[config.mk]
export PLATFORM = sky130hd
export DESIGN_NAME = pomwc_mode_ctrl
export DESIGN_NICKNAME = d
export VERILOG_FILES = /design/src/logic/pomwc_pkg.sv /design/src/logic/pomwc_tmr_if.sv /design/src/logic/pomwc_mode_ctrl.sv /design/src/logic/pomwc_timer.sv
export VERILOG_INCLUDE_DIRS = /design/src /design/src/logic
export SDC_FILE = /design/constraint.sdc
export NUM_CORES = 1
export LEC_CHECK = 0
export ABC_AREA = 1
export BUFFER_PORTS_ARGS = -buffer_cell sky130_fd_sc_hd__buf_2
export CAP_MARGIN = 40
export CORE_AREA = 4 4 138 140
export DETAILED_ROUTE_END_ITERATION = 6
export DIE_AREA = 0 0 142 144
export HOLD_SLACK_MARGIN = 0.15
export PLACE_DENSITY_LB_ADDON = 0.3
export SYNTH_ARGS = -nofsm -noshare
export SYNTH_HDL_FRONTEND = slang
export SYNTH_HIERARCHICAL = 1
export SYNTH_SLANG_ARGS = --single-unit
[constraint.sdc]
create_clock -name ref_clk_i -period 2.95 [get_ports ref_clk_i]
set_clock_uncertainty 0.15 [all_clocks]
set_input_delay 0.1475 -clock ref_clk_i [delete_from_list [all_inputs] [get_ports ref_clk_i]]
set_output_delay 0.1475 -clock ref_clk_i [all_outputs]
set_load 0.05 [all_outputs]
[src/logic/pomwc_regs.svh]
// Constants and timing figures of the PHY mode and wake-up controller
//----------------------------------------------------------------------
// How it works
// - Enable pin low outside Sleep enters Disable keeping configuration; high again reactivates.
// - Configuration is kept through Sleep; register defaults only in Reset.
// - Sleep disables TX, RX, MAC outputs, MAC transmit requests and management.
// - Entering Sleep releases the supply-hold output.
// - Idle pulses in Sleep wake the device and reassert supply hold.
// - Sleep is entered only from Standby or through Sleep Request.
// - Sleep Request runs a timer; on expiry go to Sleep, hold off.
// - Frame during Sleep Request returns to Normal, sets frame flag, interrupt.
// - Standby holds receive outputs low, other MAC pins pulled down.
// - Select 0 enables wake input; select 1 enables the LED output.
// - Test modes use the enable pin as clock out, enable forced high.
// - Supply-hold level in Disable comes from a configuration input.
// - Reset pin low for the detection time enters Reset from anywhere.
// - Reset mode restores defaults; pin high or I/O undervoltage goes Standby.
// - Transition triggers follow a fixed priority, supplies first, commands last.
// - Wake request in Normal with link permit clear sends idle symbols.
// - Wake request stops when its bit clears or link permit sets.
// - Wake events set source flags and interrupt; flags clear entering sleep.
// - Cable activity in Standby or Sleep is a remote wake-up.
// - Wake pin falling edge is a local wake-up when select is 0.
// - Self-run goes to Normal on power-on or wake and starts link.
// - Idle power-down enters Sleep Request after no frames for the timeout.
// - Normal is entered by self-run or by a host command.
// - I/O or digital supply undervoltage outside Sleep falls back to fail-silent Standby.
//----------------------------------------------------------------------
`ifndef POMWC_REGS_SVH
`define POMWC_REGS_SVH

// Clock rate in kHz
`define POMWC_CLK_KHZ 125000
// Times in their own units
`define POMWC_WAKE_REQ_MIN_MS 5
`define POMWC_SLEEP_REQ_TIMEOUT_MS 4
`define POMWC_IDLE_PD_TIMEOUT_MS 8
`define POMWC_RST_DET_US 20
// Half period of the test clock in cycles
`define POMWC_TEST_CLK_HALF 5
// Timer width and timer slots
`define POMWC_TMR_W 20
`define POMWC_TMR_N 4
`define POMWC_TMR_WAKE 0
`define POMWC_TMR_SLEEP 1
`define POMWC_TMR_IDLE 2
`define POMWC_TMR_RST 3
// Reset value of wake flags
`define POMWC_FLAG_RST 1'b0

`endif

[src/logic/pomwc_pkg.sv]
// Types of the PHY mode and wake-up controller
`default_nettype none
`include "pomwc_regs.svh"
package pomwc_pkg;

	typedef enum logic [2:0] {
		MODE_STANDBY,
		MODE_NORMAL,
		MODE_SLEEP_REQ,
		MODE_SLEEP,
		MODE_DISABLE,
		MODE_RESET
	} pomwc_mode_type;

	typedef struct packed {
		logic tx;
		logic rx;
		logic mgmt;
		logic act_det;
		logic osc;
		logic ldo;
		logic mii_oe;
		logic mii_rx_low;
		logic mii_pd;
		logic wake_in;
		logic led;
		logic hold;
	} pomwc_blk_type;

endpackage : pomwc_pkg
`default_nettype wire

[src/logic/pomwc_tmr_if.sv]
// Control and status of one timeout counter
`timescale 1ns/100ps
`default_nettype none
`include "pomwc_regs.svh"
interface pomwc_tmr_if;
	logic restart;
	logic [`POMWC_TMR_W-1:0] limit;
	logic done;
	modport ctrl (output restart, output limit, input done);
	modport cnt (input restart, input limit, output done);
endinterface : pomwc_tmr_if
`default_nettype wire

[src/logic/pomwc_mode_ctrl.sv]
// Operating-mode and wake-up controller of the single-pair PHY
`timescale 1ns/100ps
`default_nettype none
`include "pomwc_regs.svh"
module pomwc_mode_ctrl
	import pomwc_pkg::*;
#(
	parameter int unsigned WAKE_REQ_CYCLES =
		`POMWC_WAKE_REQ_MIN_MS * `POMWC_CLK_KHZ,
	parameter int unsigned SLEEP_REQ_CYCLES =
		`POMWC_SLEEP_REQ_TIMEOUT_MS * `POMWC_CLK_KHZ,
	parameter int unsigned IDLE_PD_CYCLES =
		`POMWC_IDLE_PD_TIMEOUT_MS * `POMWC_CLK_KHZ
) (
	// Clock and reset
	input wire logic ref_clk_i,
	input wire logic rst_b_i,
	// Device pins
	input wire logic rst_pin_b_i,
	input wire logic en_pin_i,
	output logic en_pin_o,
	output logic en_pin_oe_o,
	input wire logic wake_pin_i,
	output logic supply_hold_output_o,
	// Supply and temperature monitors
	input wire logic vio_uv_i,
	input wire logic vddd_uv_i,
	input wire logic vdda_uv_i,
	input wire logic overtemp_i,
	// Management commands, one-cycle pulses
	input wire logic cmd_normal_i,
	input wire logic cmd_standby_i,
	input wire logic cmd_sleep_i,
	// Configuration bits
	input wire logic indicator_pin_select_i,
	input wire logic self_run_config_i,
	input wire logic idle_power_down_enable_i,
	input wire logic hold_in_disable_i,
	input wire logic link_permit_i,
	input wire logic wake_request_i,
	input wire logic test_mode_i,
	input wire logic slave_jitter_test_i,
	// Line and MAC activity
	input wire logic mdi_idle_pulse_i,
	input wire logic mdi_frame_i,
	input wire logic mii_frame_i,
	input wire logic mii_tx_en_i,
	// Mode and block enables
	output pomwc_mode_type mode_o,
	output logic tx_en_o,
	output logic rx_en_o,
	output logic mgmt_en_o,
	output logic act_det_en_o,
	output logic osc_en_o,
	output logic ldo_en_o,
	output logic mii_out_oe_o,
	output logic mii_rx_low_o,
	output logic mii_pulldown_o,
	output logic wake_in_en_o,
	output logic led_en_o,
	output logic tx_req_o,
	output logic regs_default_o,
	// Wake request and link start
	output logic send_idle_o,
	output logic wake_req_min_met_o,
	output logic link_start_o,
	// Wake flags and event
	output logic local_wake_flag_o,
	output logic remote_wake_flag_o,
	output logic frame_seen_wake_flag_o,
	output logic rouse_event_irq_o
);
	localparam int unsigned RST_DET_CYCLES =
		(`POMWC_RST_DET_US * `POMWC_CLK_KHZ + 999) / 1000;

	pomwc_mode_type state;
	pomwc_mode_type next_state;
	pomwc_blk_type blk;
	logic test_act;
	logic en_int;
	logic io_uv;
	logic ana_bad;
	logic rst_det;
	logic frame_any;
	logic wake_q;
	logic ev_local;
	logic ev_remote;
	logic ev_frame;
	logic flag_clr;
	logic [3:0] div_cnt;

	pomwc_tmr_if tmr [`POMWC_TMR_N] ();

	//------------------------------------------------------------------
	// Block enables per mode
	//------------------------------------------------------------------
	// Decode of enables for a mode
	function automatic pomwc_blk_type blk_of(input pomwc_mode_type m,
		input logic sel, input logic hold_dis);
		pomwc_blk_type b;
		b = '0;
		case (m)
			MODE_NORMAL: begin
				b.tx = 1'b1;
				b.rx = 1'b1;
				b.mgmt = 1'b1;
				b.osc = 1'b1;
				b.ldo = 1'b1;
				b.mii_oe = 1'b1;
				b.led = sel;
				b.hold = 1'b1;
			end
			MODE_SLEEP_REQ: begin
				b.tx = 1'b1;
				b.rx = 1'b1;
				b.mgmt = 1'b1;
				b.osc = 1'b1;
				b.ldo = 1'b1;
				b.mii_oe = 1'b1;
				b.led = sel;
				b.wake_in = !sel;
				b.hold = 1'b1;
			end
			MODE_SLEEP: begin
				b.act_det = 1'b1;
				b.wake_in = !sel;
				b.hold = 1'b0;
			end
			MODE_DISABLE: begin
				b.hold = hold_dis;
			end
			MODE_RESET: begin
				b.mgmt = 1'b1;
				b.ldo = 1'b1;
				b.hold = 1'b1;
			end
			default: begin
				// Standby: fail-silent, receive outputs low
				b.mgmt = 1'b1;
				b.act_det = 1'b1;
				b.ldo = 1'b1;
				b.mii_rx_low = 1'b1;
				b.mii_pd = 1'b1;
				b.wake_in = !sel;
				b.hold = 1'b1;
			end
		endcase
		return b;
	endfunction : blk_of

	//------------------------------------------------------------------
	// Timers
	//------------------------------------------------------------------
	genvar g;
	generate
		for (g = 0; g < `POMWC_TMR_N; g++) begin : g_tmr
			pomwc_timer u_tmr (
				.ref_clk_i(ref_clk_i),
				.rst_b_i(rst_b_i),
				.tmr(tmr[g])
			);
		end
	endgenerate

	// Restart conditions and limits of each timer
	assign tmr[`POMWC_TMR_WAKE].restart = !send_idle_o;
	assign tmr[`POMWC_TMR_WAKE].limit = `POMWC_TMR_W'(WAKE_REQ_CYCLES);
	assign tmr[`POMWC_TMR_SLEEP].restart = state != MODE_SLEEP_REQ;
	assign tmr[`POMWC_TMR_SLEEP].limit = `POMWC_TMR_W'(SLEEP_REQ_CYCLES);
	assign tmr[`POMWC_TMR_IDLE].restart = state != MODE_NORMAL || frame_any;
	assign tmr[`POMWC_TMR_IDLE].limit = `POMWC_TMR_W'(IDLE_PD_CYCLES);
	assign tmr[`POMWC_TMR_RST].restart = rst_pin_b_i;
	assign tmr[`POMWC_TMR_RST].limit = `POMWC_TMR_W'(RST_DET_CYCLES);

	//------------------------------------------------------------------
	// Trigger conditions
	//------------------------------------------------------------------
	// Enable forced high while the pin serves as test clock
	assign en_int = test_act ? 1'b1 : en_pin_i;
	// Supplies are lost in Sleep once hold is released, so ignore there
	assign io_uv = (vio_uv_i || vddd_uv_i) && state != MODE_SLEEP;
	assign ana_bad = overtemp_i || vdda_uv_i;
	assign rst_det = tmr[`POMWC_TMR_RST].done && !rst_pin_b_i;
	assign frame_any = mdi_frame_i || mii_frame_i;

	// Wake sources
	assign ev_local = wake_q && !wake_pin_i && !indicator_pin_select_i &&
		(state == MODE_STANDBY || state == MODE_SLEEP_REQ ||
		state == MODE_SLEEP);
	assign ev_remote = (mdi_idle_pulse_i || mdi_frame_i) &&
		(state == MODE_STANDBY || state == MODE_SLEEP);
	assign ev_frame = frame_any && state == MODE_SLEEP_REQ;
	assign flag_clr = next_state != state &&
		(next_state == MODE_SLEEP_REQ || next_state == MODE_SLEEP);

	//------------------------------------------------------------------
	// Mode machine
	//------------------------------------------------------------------
	// Next mode, highest priority trigger first
	always_comb begin
		next_state = state;
		if (io_uv) begin
			next_state = MODE_STANDBY;
		end else if (rst_det) begin
			next_state = MODE_RESET;
		end else if (state == MODE_RESET) begin
			next_state = MODE_STANDBY;
		end else if (!en_int && state != MODE_SLEEP) begin
			next_state = MODE_DISABLE;
		end else if (state == MODE_DISABLE) begin
			next_state = MODE_STANDBY;
		end else if (ana_bad && (state == MODE_NORMAL ||
			state == MODE_SLEEP_REQ)) begin
			next_state = MODE_STANDBY;
		end else begin
			case (state)
				MODE_STANDBY: begin
					if (cmd_sleep_i) begin
						next_state = MODE_SLEEP;
					end else if ((self_run_config_i || cmd_normal_i) &&
						!ana_bad) begin
						next_state = MODE_NORMAL;
					end
				end
				MODE_NORMAL: begin
					if (cmd_standby_i) begin
						next_state = MODE_STANDBY;
					end else if (cmd_sleep_i || (idle_power_down_enable_i &&
						tmr[`POMWC_TMR_IDLE].done)) begin
						next_state = MODE_SLEEP_REQ;
					end
				end
				MODE_SLEEP_REQ: begin
					if (frame_any || cmd_normal_i) begin
						next_state = MODE_NORMAL;
					end else if (tmr[`POMWC_TMR_SLEEP].done) begin
						next_state = MODE_SLEEP;
					end
				end
				MODE_SLEEP: begin
					if (ev_remote || ev_local) begin
						next_state = MODE_STANDBY;
					end
				end
				default: begin
					next_state = MODE_STANDBY;
				end
			endcase
		end
	end

	// Mode register, one encoded machine
	always_ff @(posedge ref_clk_i or negedge rst_b_i) begin
		if (!rst_b_i) begin
			state <= MODE_STANDBY;
		end else begin
			state <= next_state;
		end
	end

	// Registered block enables of the coming mode
	always_ff @(posedge ref_clk_i or negedge rst_b_i) begin
		if (!rst_b_i) begin
			blk <= '0;
			blk.hold <= 1'b1;
			regs_default_o <= 1'b0;
			tx_req_o <= 1'b0;
		end else begin
			blk <= blk_of(next_state, indicator_pin_select_i,
				hold_in_disable_i);
			regs_default_o <= next_state == MODE_RESET;
			tx_req_o <= mii_tx_en_i && next_state == MODE_NORMAL;
		end
	end

	assign mode_o = state;
	assign tx_en_o = blk.tx;
	assign rx_en_o = blk.rx;
	assign mgmt_en_o = blk.mgmt;
	assign act_det_en_o = blk.act_det;
	assign osc_en_o = blk.osc;
	assign ldo_en_o = blk.ldo;
	assign mii_out_oe_o = blk.mii_oe;
	assign mii_rx_low_o = blk.mii_rx_low;
	assign mii_pulldown_o = blk.mii_pd;
	assign wake_in_en_o = blk.wake_in;
	assign led_en_o = blk.led;
	assign supply_hold_output_o = blk.hold;

	//------------------------------------------------------------------
	// Test clock on the enable pin
	//------------------------------------------------------------------
	// Divider toggles the pin every half period while testing
	always_ff @(posedge ref_clk_i or negedge rst_b_i) begin
		if (!rst_b_i) begin
			test_act <= 1'b0;
			div_cnt <= '0;
			en_pin_o <= 1'b0;
		end else begin
			test_act <= state == MODE_NORMAL && (test_mode_i ||
				(slave_jitter_test_i && link_permit_i));
			if (!test_act || div_cnt == 4'(`POMWC_TEST_CLK_HALF - 1)) begin
				div_cnt <= '0;
			end else begin
				div_cnt <= div_cnt + 4'h1;
			end
			if (!test_act) begin
				en_pin_o <= 1'b0;
			end else if (div_cnt == 4'(`POMWC_TEST_CLK_HALF - 1)) begin
				en_pin_o <= !en_pin_o;
			end
		end
	end
	assign en_pin_oe_o = test_act;

	//------------------------------------------------------------------
	// Wake request and autonomous link start
	//------------------------------------------------------------------
	// Idle symbols while requested; abort as soon as bit or permit change
	always_ff @(posedge ref_clk_i or negedge rst_b_i) begin
		if (!rst_b_i) begin
			send_idle_o <= 1'b0;
			link_start_o <= 1'b0;
		end else begin
			send_idle_o <= next_state == MODE_NORMAL && wake_request_i &&
				!link_permit_i;
			link_start_o <= next_state == MODE_NORMAL && self_run_config_i;
		end
	end
	assign wake_req_min_met_o = tmr[`POMWC_TMR_WAKE].done;

	//------------------------------------------------------------------
	// Wake flags and event
	//------------------------------------------------------------------
	// Edge detect of the wake pin
	always_ff @(posedge ref_clk_i or negedge rst_b_i) begin
		if (!rst_b_i) begin
			wake_q <= 1'b1;
		end else begin
			wake_q <= wake_pin_i;
		end
	end

	// Sticky source flags, a new event wins over the entry clear
	always_ff @(posedge ref_clk_i or negedge rst_b_i) begin
		if (!rst_b_i) begin
			local_wake_flag_o <= `POMWC_FLAG_RST;
			remote_wake_flag_o <= `POMWC_FLAG_RST;
			frame_seen_wake_flag_o <= `POMWC_FLAG_RST;
			rouse_event_irq_o <= 1'b0;
		end else begin
			if (ev_local) begin
				local_wake_flag_o <= 1'b1;
			end else if (flag_clr) begin
				local_wake_flag_o <= 1'b0;
			end
			if (ev_remote) begin
				remote_wake_flag_o <= 1'b1;
			end else if (flag_clr) begin
				remote_wake_flag_o <= 1'b0;
			end
			if (ev_frame) begin
				frame_seen_wake_flag_o <= 1'b1;
			end else if (flag_clr) begin
				frame_seen_wake_flag_o <= 1'b0;
			end
			rouse_event_irq_o <= ev_local || ev_remote || ev_frame;
		end
	end
endmodule : pomwc_mode_ctrl
`default_nettype wire

[src/logic/pomwc_timer.sv]
// Restartable timeout counter with sticky done
`timescale 1ns/100ps
`default_nettype none
`include "pomwc_regs.svh"
module pomwc_timer (
	// Clock and reset
	input wire logic ref_clk_i,
	input wire logic rst_b_i,
	// Timer control
	pomwc_tmr_if.cnt tmr
);
	logic [`POMWC_TMR_W-1:0] count;

	// Count up to limit, then hold done until restart
	always_ff @(posedge ref_clk_i or negedge rst_b_i) begin
		if (!rst_b_i) begin
			count <= '0;
			tmr.done <= 1'b0;
		end else if (tmr.restart) begin
			count <= '0;
			tmr.done <= 1'b0;
		end else if (!tmr.done) begin
			if (count >= tmr.limit - `POMWC_TMR_W'(1)) begin
				tmr.done <= 1'b1;
			end else begin
				count <= count + `POMWC_TMR_W'(1);
			end
		end
	end
endmodule : pomwc_timer
`default_nettype wire

* After elaboration in Yosys (flattened, before gate mapping)
Index checks and enable logic that the tools add are counted.
** Operators by class
- Add/sub/neg operators :: 5
- Order comparisons :: 4
- Equal/unequal tests :: 24
- Muxes and demuxes :: 54
- Reductions and logical operators :: 56
** Operators with widths (count)
- 20-bit 2-to-1 mux :: 12
- 20-bit by 1-bit adder with 20-bit output, second input constant :: 4
- 20-bit >= comparator, second input constant :: 2
- 3-bit 2-to-1 mux :: 13
- 1-bit 2-to-1 mux :: 24
- 20-bit by 12-bit >= comparator with 1-bit output, second input constant :: 1
- 20-bit by 19-bit >= comparator with 1-bit output, second input constant :: 1
- 1-bit logical AND :: 18
- 1-bit logical OR :: 17
- 3-bit by 2-bit == test with 1-bit output, second input constant :: 4
- 3-bit == test, second input constant :: 4
- 3-bit one-hot mux with 4 select lines :: 1
- 2-bit by 1-bit != test with 1-bit output, second input constant :: 5
- 1-bit zero test :: 8
- 2-bit != test, second input constant :: 4
- 2-bit AND reduction :: 4
- 3-bit by 1-bit == test with 1-bit output, second input constant :: 2
- 3-bit by 2-bit != test with 1-bit output, second input constant :: 2
- 2-bit nonzero test :: 3
- 5-bit OR reduction :: 1
- 4-bit by 1-bit adder with 4-bit output, second input constant :: 1
- 4-bit by 3-bit == test with 1-bit output, second input constant :: 1
- 2-bit 2-to-1 mux :: 2
- 4-bit 2-to-1 mux :: 1
- other kinds (7) :: 8
** Storage, ports and cells
- Flip-flop bits (word level) :: 112
- Output and inout bits :: 26

* Logic depth before layout (Yosys ltp)
- Depth in word-level cells :: 18
- Gate-level depth with buffers :: 21

* Cells and area by module
Netlist, hierarchy kept.
** By module, submodules not included
- pomwc_timer (g_tmr[0].u_tmr ...) :: instances 2, cells each 365, area each 2316.0 um2, seq. area each 525.5 um2
- pomwc_timer (g_tmr[3].u_tmr) :: instances 1, cells each 364, area each 2309.7 um2, seq. area each 525.5 um2
- pomwc_timer (g_tmr[1].u_tmr) :: instances 1, cells each 360, area each 2280.9 um2, seq. area each 525.5 um2
- pomwc_mode_ctrl :: instances 1, cells each 160, area each 1268.7 um2, seq. area each 628.1 um2

* Least setup slack after synthesis
Ideal clock, no wire load.
- Path type :: reg2reg
- From :: register state[1], in the netlist mode_o[1]
- To :: register local_wake_flag_o
- Arrival :: 1.777 ns
- Data required time :: 2.681 ns
- Slack :: 0.904 ns
- Cell stages (with the launch flop) :: 14
- Path buffers :: 0
- Path through :: dfrtp_1 inv_1 nand2_1 nand3_1 nand3_1 nand2_1 nand2_2 nand2_1 nand2_1 nor2_1 nand3_1 nand2_2 nand2_1 nand2_1
** On the way
- Word-level cells in the longest chain between the ends :: 17
- Elaborated cells on any way between the ends :: 38
- Classes of those cells :: 9 x eq/ne; 15 x mux; 14 x reduce/logical
** RTL lines
- from (decl) :: line pomwc_mode_ctrl.sv:76 : pomwc_mode_type state;
- from (signal assigned) :: line pomwc_mode_ctrl.sv:257 : state <= next_state;
- 3-bit by 2-bit == test with 1-bit output or 3-bit zero test (tied branches)
- 1-bit logical OR (2 in a row) :: line pomwc_mode_ctrl.sv:188 : (state == MODE_STANDBY || state == MODE_SLEEP_REQ ||
- 1-bit logical AND :: line pomwc_mode_ctrl.sv:187 : assign ev_local = wake_q && !wake_pin_i && !indicator_pin_select_i &&
- 1-bit logical OR :: line pomwc_mode_ctrl.sv:241 : if (ev_remote || ev_local) begin
- 3-bit 2-to-1 mux :: line pomwc_mode_ctrl.sv:241
- 3-bit one-hot mux with 4 select lines :: line pomwc_mode_ctrl.sv:216 : case (state)
- 3-bit 2-to-1 mux :: line pomwc_mode_ctrl.sv:212 : end else if (ana_bad && (state == MODE_NORMAL ||
- 3-bit 2-to-1 mux :: line pomwc_mode_ctrl.sv:210 : end else if (state == MODE_DISABLE) begin
- 3-bit 2-to-1 mux :: line pomwc_mode_ctrl.sv:208 : end else if (!en_int && state != MODE_SLEEP) begin
- 3-bit 2-to-1 mux :: line pomwc_mode_ctrl.sv:206 : end else if (state == MODE_RESET) begin
- 3-bit 2-to-1 mux :: line pomwc_mode_ctrl.sv:204 : end else if (rst_det) begin
- 3-bit 2-to-1 mux :: line pomwc_mode_ctrl.sv:202 : if (io_uv) begin
- 3-bit by 2-bit == test with 1-bit output :: line pomwc_mode_ctrl.sv:194 : (next_state == MODE_SLEEP_REQ || next_state == MODE_SLEEP);
- 1-bit logical OR :: line pomwc_mode_ctrl.sv:194
- 1-bit logical AND :: line pomwc_mode_ctrl.sv:193 : assign flag_clr = next_state != state &&
- 2-bit nonzero test (no source line)
- to (signal assigned) :: line pomwc_mode_ctrl.sv:347 : local_wake_flag_o <= `POMWC_FLAG_RST;
- to (decl) :: line pomwc_mode_ctrl.sv:68 : output logic local_wake_flag_o,
Parallel ways exist; a longest one is shown, timed or not.
A chain may end at the register's enable or synchronous reset.

* Final worst setup path
- From :: input port mdi_idle_pulse_i
- To :: register link_start_o
** On the way
- Word-level cells in the longest chain between the ends :: 13
** RTL lines
- from (decl) :: line pomwc_mode_ctrl.sv:44 : input wire logic mdi_idle_pulse_i,
- 1-bit logical OR :: line pomwc_mode_ctrl.sv:190 : assign ev_remote = (mdi_idle_pulse_i || mdi_frame_i) &&
- 1-bit logical AND :: line pomwc_mode_ctrl.sv:190
- 1-bit logical OR :: line pomwc_mode_ctrl.sv:241
- 3-bit 2-to-1 mux :: line pomwc_mode_ctrl.sv:241
- 3-bit one-hot mux with 4 select lines :: line pomwc_mode_ctrl.sv:216
- 3-bit 2-to-1 mux :: line pomwc_mode_ctrl.sv:212
- 3-bit 2-to-1 mux :: line pomwc_mode_ctrl.sv:210
- 3-bit 2-to-1 mux :: line pomwc_mode_ctrl.sv:208
- 3-bit 2-to-1 mux :: line pomwc_mode_ctrl.sv:206
- 3-bit 2-to-1 mux :: line pomwc_mode_ctrl.sv:204
- 3-bit 2-to-1 mux :: line pomwc_mode_ctrl.sv:202
- via next_state[0] :: line pomwc_mode_ctrl.sv:77 : pomwc_mode_type next_state;
- 3-bit by 1-bit == test with 1-bit output :: line pomwc_mode_ctrl.sv:327 : link_start_o <= next_state == MODE_NORMAL && self_run_config_i;
- 1-bit logical AND :: line pomwc_mode_ctrl.sv:327
- to (signal assigned) :: line pomwc_mode_ctrl.sv:327
- to (decl) :: line pomwc_mode_ctrl.sv:66 : output logic link_start_o,
The timed path passes the listed nets, and every way through them passes these cells.

==> flow_results.xml <==
<?xml version="1.0" encoding="UTF-8"?>
<metrics>
  <group name="timing">
    <metric name="period_minus_slack" unit="ns">2.92</metric>
    <metric name="min_period_over_period" unit="%">98.9</metric>
    <metric name="fin_hold_ws" unit="ns">0.192</metric>
    <metric name="slew_viol_final" unit="">0</metric>
    <metric name="fin_tns_setup" unit="ns">0</metric>
    <metric name="achievable_frequency" unit="MHz">343</metric>
    <metric name="timing.final.setup_violations" unit="">0</metric>
    <metric name="hold_viol" unit="">0</metric>
    <metric name="maxSlewHeadroom" unit="%">60.7</metric>
    <metric name="timing_worst_slew_pin_value" unit="ns">0.589</metric>
  </group>
  <group name="cts">
    <metric name="clock_sinks" unit="">109</metric>
    <metric name="clockBufferDepth" unit="">2</metric>
    <metric name="htree_num_levels" unit="">3</metric>
    <metric name="cts-root-buf" unit="">clkbuf_16</metric>
    <metric name="tritoncts.num_buffers" unit="">9</metric>
    <metric name="tritoncts" unit="">built</metric>
    <metric name="clock_insertion_delay_at_the_later_pin_of_the_skew_report" unit="ns">0.36</metric>
    <metric name="clk_pin_slew" unit="ns">0.07</metric>
  </group>
  <group name="job">
    <metric name="drv_cap" unit="">0</metric>
  </group>
  <group name="drt">
    <metric name="per_cell_routed_wire_length" unit="um">11.1</metric>
    <metric name="detail_route.drc_violations" unit="">0</metric>
    <metric name="via_per_inst" unit="">4.83</metric>
    <metric name="routed-via-count" unit="">10200</metric>
    <metric name="firstDrtPassIters" unit="">5</metric>
    <metric name="postRouteAntennaNets" unit="">0</metric>
    <metric name="totalWireLength" unit="um">23600</metric>
    <metric name="first_iter_violations" unit="">745</metric>
  </group>
  <group name="setup_path">
    <metric name="critical_path_required" unit="ns">3.09</metric>
    <metric name="cell_mode_on_critical_path" unit="">dlygate4sd3_1</metric>
    <metric name="cp_slowest_cell" unit="">dlygate4sd3_1</metric>
    <metric name="setup.worst_path.end_class" unit="">flip-flop</metric>
    <metric name="critPathMaxFanout" unit="">5</metric>
    <metric name="crit_path_cell_trace" unit="">dlygate4sd3_1 &gt; buf_2 &gt; or2_2 &gt; dlygate4sd3_1 &gt; nand2_2 &gt; nand3_2 &gt; nand2_1 &gt; nand2_1 &gt; nand2_2 &gt; nand2_4 &gt; inv_4 &gt; nand3_4 &gt; nor2_1 &gt; dlygate4sd3_1</metric>
    <metric name="crit_path_arrival_time" unit="ns">3.06</metric>
    <metric name="regToRegSetupSlack" unit="ns">0.07</metric>
    <metric name="cp.buffers_inverters" unit="">5</metric>
    <metric name="critPathKind" unit="">in2reg</metric>
    <metric name="critPathLaunchType" unit="">input pin</metric>
    <metric name="critPathTopFamily" unit="">buffers and inverters</metric>
    <metric name="max_stage_delay" unit="ns">0.57</metric>
  </group>
  <group name="place">
    <metric name="place.gp.congestion" unit="">0.874</metric>
    <metric name="dp_hpwl" unit="um">17800</metric>
    <metric name="port-buffer-count" unit="">49</metric>
  </group>
  <group name="synth">
    <metric name="yosysWarnings" unit="">6</metric>
    <metric name="mappedNetlistArea" unit="mm2">0.0105</metric>
    <metric name="post-synth-top-area-fraction" unit="%">25.5</metric>
    <metric name="synthDistinctLibCells" unit="">36</metric>
    <metric name="mapped_cells" unit="">1614</metric>
    <metric name="synthTopCellsByArea" unit="">dfrtp_1 (26%), nand2_1 (17%), nand3_1 (11%)</metric>
    <metric name="seq_area_frac_synth" unit="%">26.0</metric>
    <metric name="syn_avg_cell_area" unit="um2">6.50</metric>
    <metric name="synth_top_cell_by_area" unit="">dfrtp_1</metric>
    <metric name="ys_ff_latch" unit="">109</metric>
  </group>
  <group name="floorplanning">
    <metric name="ioPinCount" unit="">50</metric>
    <metric name="vertical_extent_of_the_die" unit="um">144</metric>
    <metric name="horizontal_die_dimension" unit="um">142</metric>
    <metric name="design.die.area" unit="mm2">0.0204</metric>
    <metric name="initial_standard_cell_utilization_of_the_core" unit="%">58.8</metric>
    <metric name="placement_rows" unit="">49</metric>
    <metric name="core" unit="mm2">0.0178</metric>
  </group>
  <group name="pwr">
    <metric name="p_leak" unit="nW">7.27</metric>
    <metric name="power_density" unit="mW/mm2">275</metric>
    <metric name="worst_ir_drop_vdd" unit="V">0.000298</metric>
  </group>
  <group name="hold_path">
    <metric name="holdCritPathClass" unit="">in2async</metric>
  </group>
  <group name="final_layout">
    <metric name="final_cell_mix" unit="">nand2_1 (465), nor2_1 (230), nand3_1 (227)</metric>
    <metric name="antennaDiodeCount" unit="">0</metric>
    <metric name="multi_input_area" unit="mm2">0.00750</metric>
    <metric name="fin_nets" unit="">1999</metric>
    <metric name="layout_stage_area_growth_over_the_synthesis_result" unit="%">17.7</metric>
    <metric name="area.sequential" unit="mm2">0.00273</metric>
    <metric name="layout.cells.most_common" unit="">nand2_1</metric>
    <metric name="post_route_cells_drive_above_1_share" unit="%">6.93</metric>
    <metric name="fill_cells" unit="">1583</metric>
  </group>
  <group name="grt">
    <metric name="grt_antenna_before_repair" unit="">0</metric>
    <metric name="gr-total-overflow" unit="">0</metric>
    <metric name="largest_net_degree_at_the_start_of_global_routing" unit="">53</metric>
    <metric name="all_layer_gr_usage" unit="%">23.8</metric>
    <metric name="first_global_vias" unit="">9593</metric>
    <metric name="wire_length_of_the_first_global_routing_pass" unit="um">41400</metric>
  </group>
  <group name="status">
    <metric name="outcome" unit="">completed</metric>
  </group>
</metrics>
-- per-stage QoR --
| stage | power [mW] | cells | util (%) | worst slack (ns) | cell area [um2] |
|---|---|---|---|---|---|
| after detailed placement | 2.08 | 2077 | 65.9 | 0.687 | 11800 |
| after global routing | 3.56 | 2119 | 69.2 | -0.0288 | 12300 |
| final | 3.40 | 2119 | 69.2 | 0.0325 | 12300 |
| after global placement | 2.06 | 2075 | 65.6 | 0.742 | 11700 |
| after floorplan | 1.97 | 1822 | - | 0.904 | 11300 |
| after CTS | 3.38 | 2116 | 68.9 | 0.0289 | 12300 |
-- power breakdown --
group / internal, mW / switching (mW)
Clock: 0.729 / 0.549
Combinational: 0.195 / 0.387
Sequential: 1.52 / 0.0193
-- cell type report --
cell class / count / area share [%]
multi-input cells: 1449 / 60.8
flip-flops and latches: 109 / 22.1
inverters: 227 / 6.92
repair buffers: 89 / 5.29
well taps: 229 / 2.32
clock buffers: 13 / 2.19
clock inverters: 3 / 0.355
-- worst min-delay path, cell delays in order --
cell	delay, ns
dlygate4sd3_1	0.53
buf_4	0.16
buf_12	0.22
-- cells by family after synthesis --
kind of cell / after synthesis / share of synthesized area, %
AO/OA/AOI/OAI: 36 / 1.90
AND/OR/NAND/NOR: 983 / 40.4
other: 2 / 0.0716
XOR/XNOR: 130 / 10.9
adder cells (fa/ha/maj): 90 / 10.7
buffers and inverters: 264 / 10.0
flip-flops: 109 / 26.0
-- cell usage after synthesis (all sizes together) --
cell type  number
xor2           86
a21boi          1
o211ai          1
inv           227
conb            2
nor3b           1
dfrtp         107
buf            29
o21ai           2
nand3         233
nand2         479
nand3b          4
and2            1
nor2          249
nor3            6
xnor2          44
nand4           5
dfstp           2
a21o            4
clkbuf          8
ha             90
a21oi          28
or2             5
-- flip-flops by register name, indices dropped and copies added (netlist names), 3 cells and up --
name,flops
g_tmr.u_tmr/count,80
div_cnt,4
g_tmr.u_tmr/tmr.done,4
mode_o,3
-- repair_timing --
action | CTS | global route
setup buffers | 0 | 2
resized for setup | 0 | 5
endpoints found under the hold margin | 125 | 1
hold buffers | 23 | 1
endpoints found under the setup margin | 0 | 4
-- layer usage --
metal  GRT usage [%]  share of wire [%]  wire [um]
met2            42.3                 50      11800
met5               0                  0          0
met1            30.8                 45      10500
met3            2.25                3.5        824
met4            7.32                1.9        444
-- worst paths after layout --
kind | endpoint | depth (start not counted) | from
worst max-delay path | link_start_o | 14 | mdi_idle_pulse_i
worst min-delay path | g_tmr[3].u_tmr/count[8] | 3 | rst_b_i
worst max register to register | link_start_o | 8 | mode_o[2]
worst min register to register | local_wake_flag_o | 2 | local_wake_flag_o
max in group asynchronous | g_tmr[0].u_tmr/count[17] | 4 | rst_b_i
min in group ref_clk_i | wake_in_en_o | 6 | vddd_uv_i
Note: power is estimated with default switching activity, not from simulation.
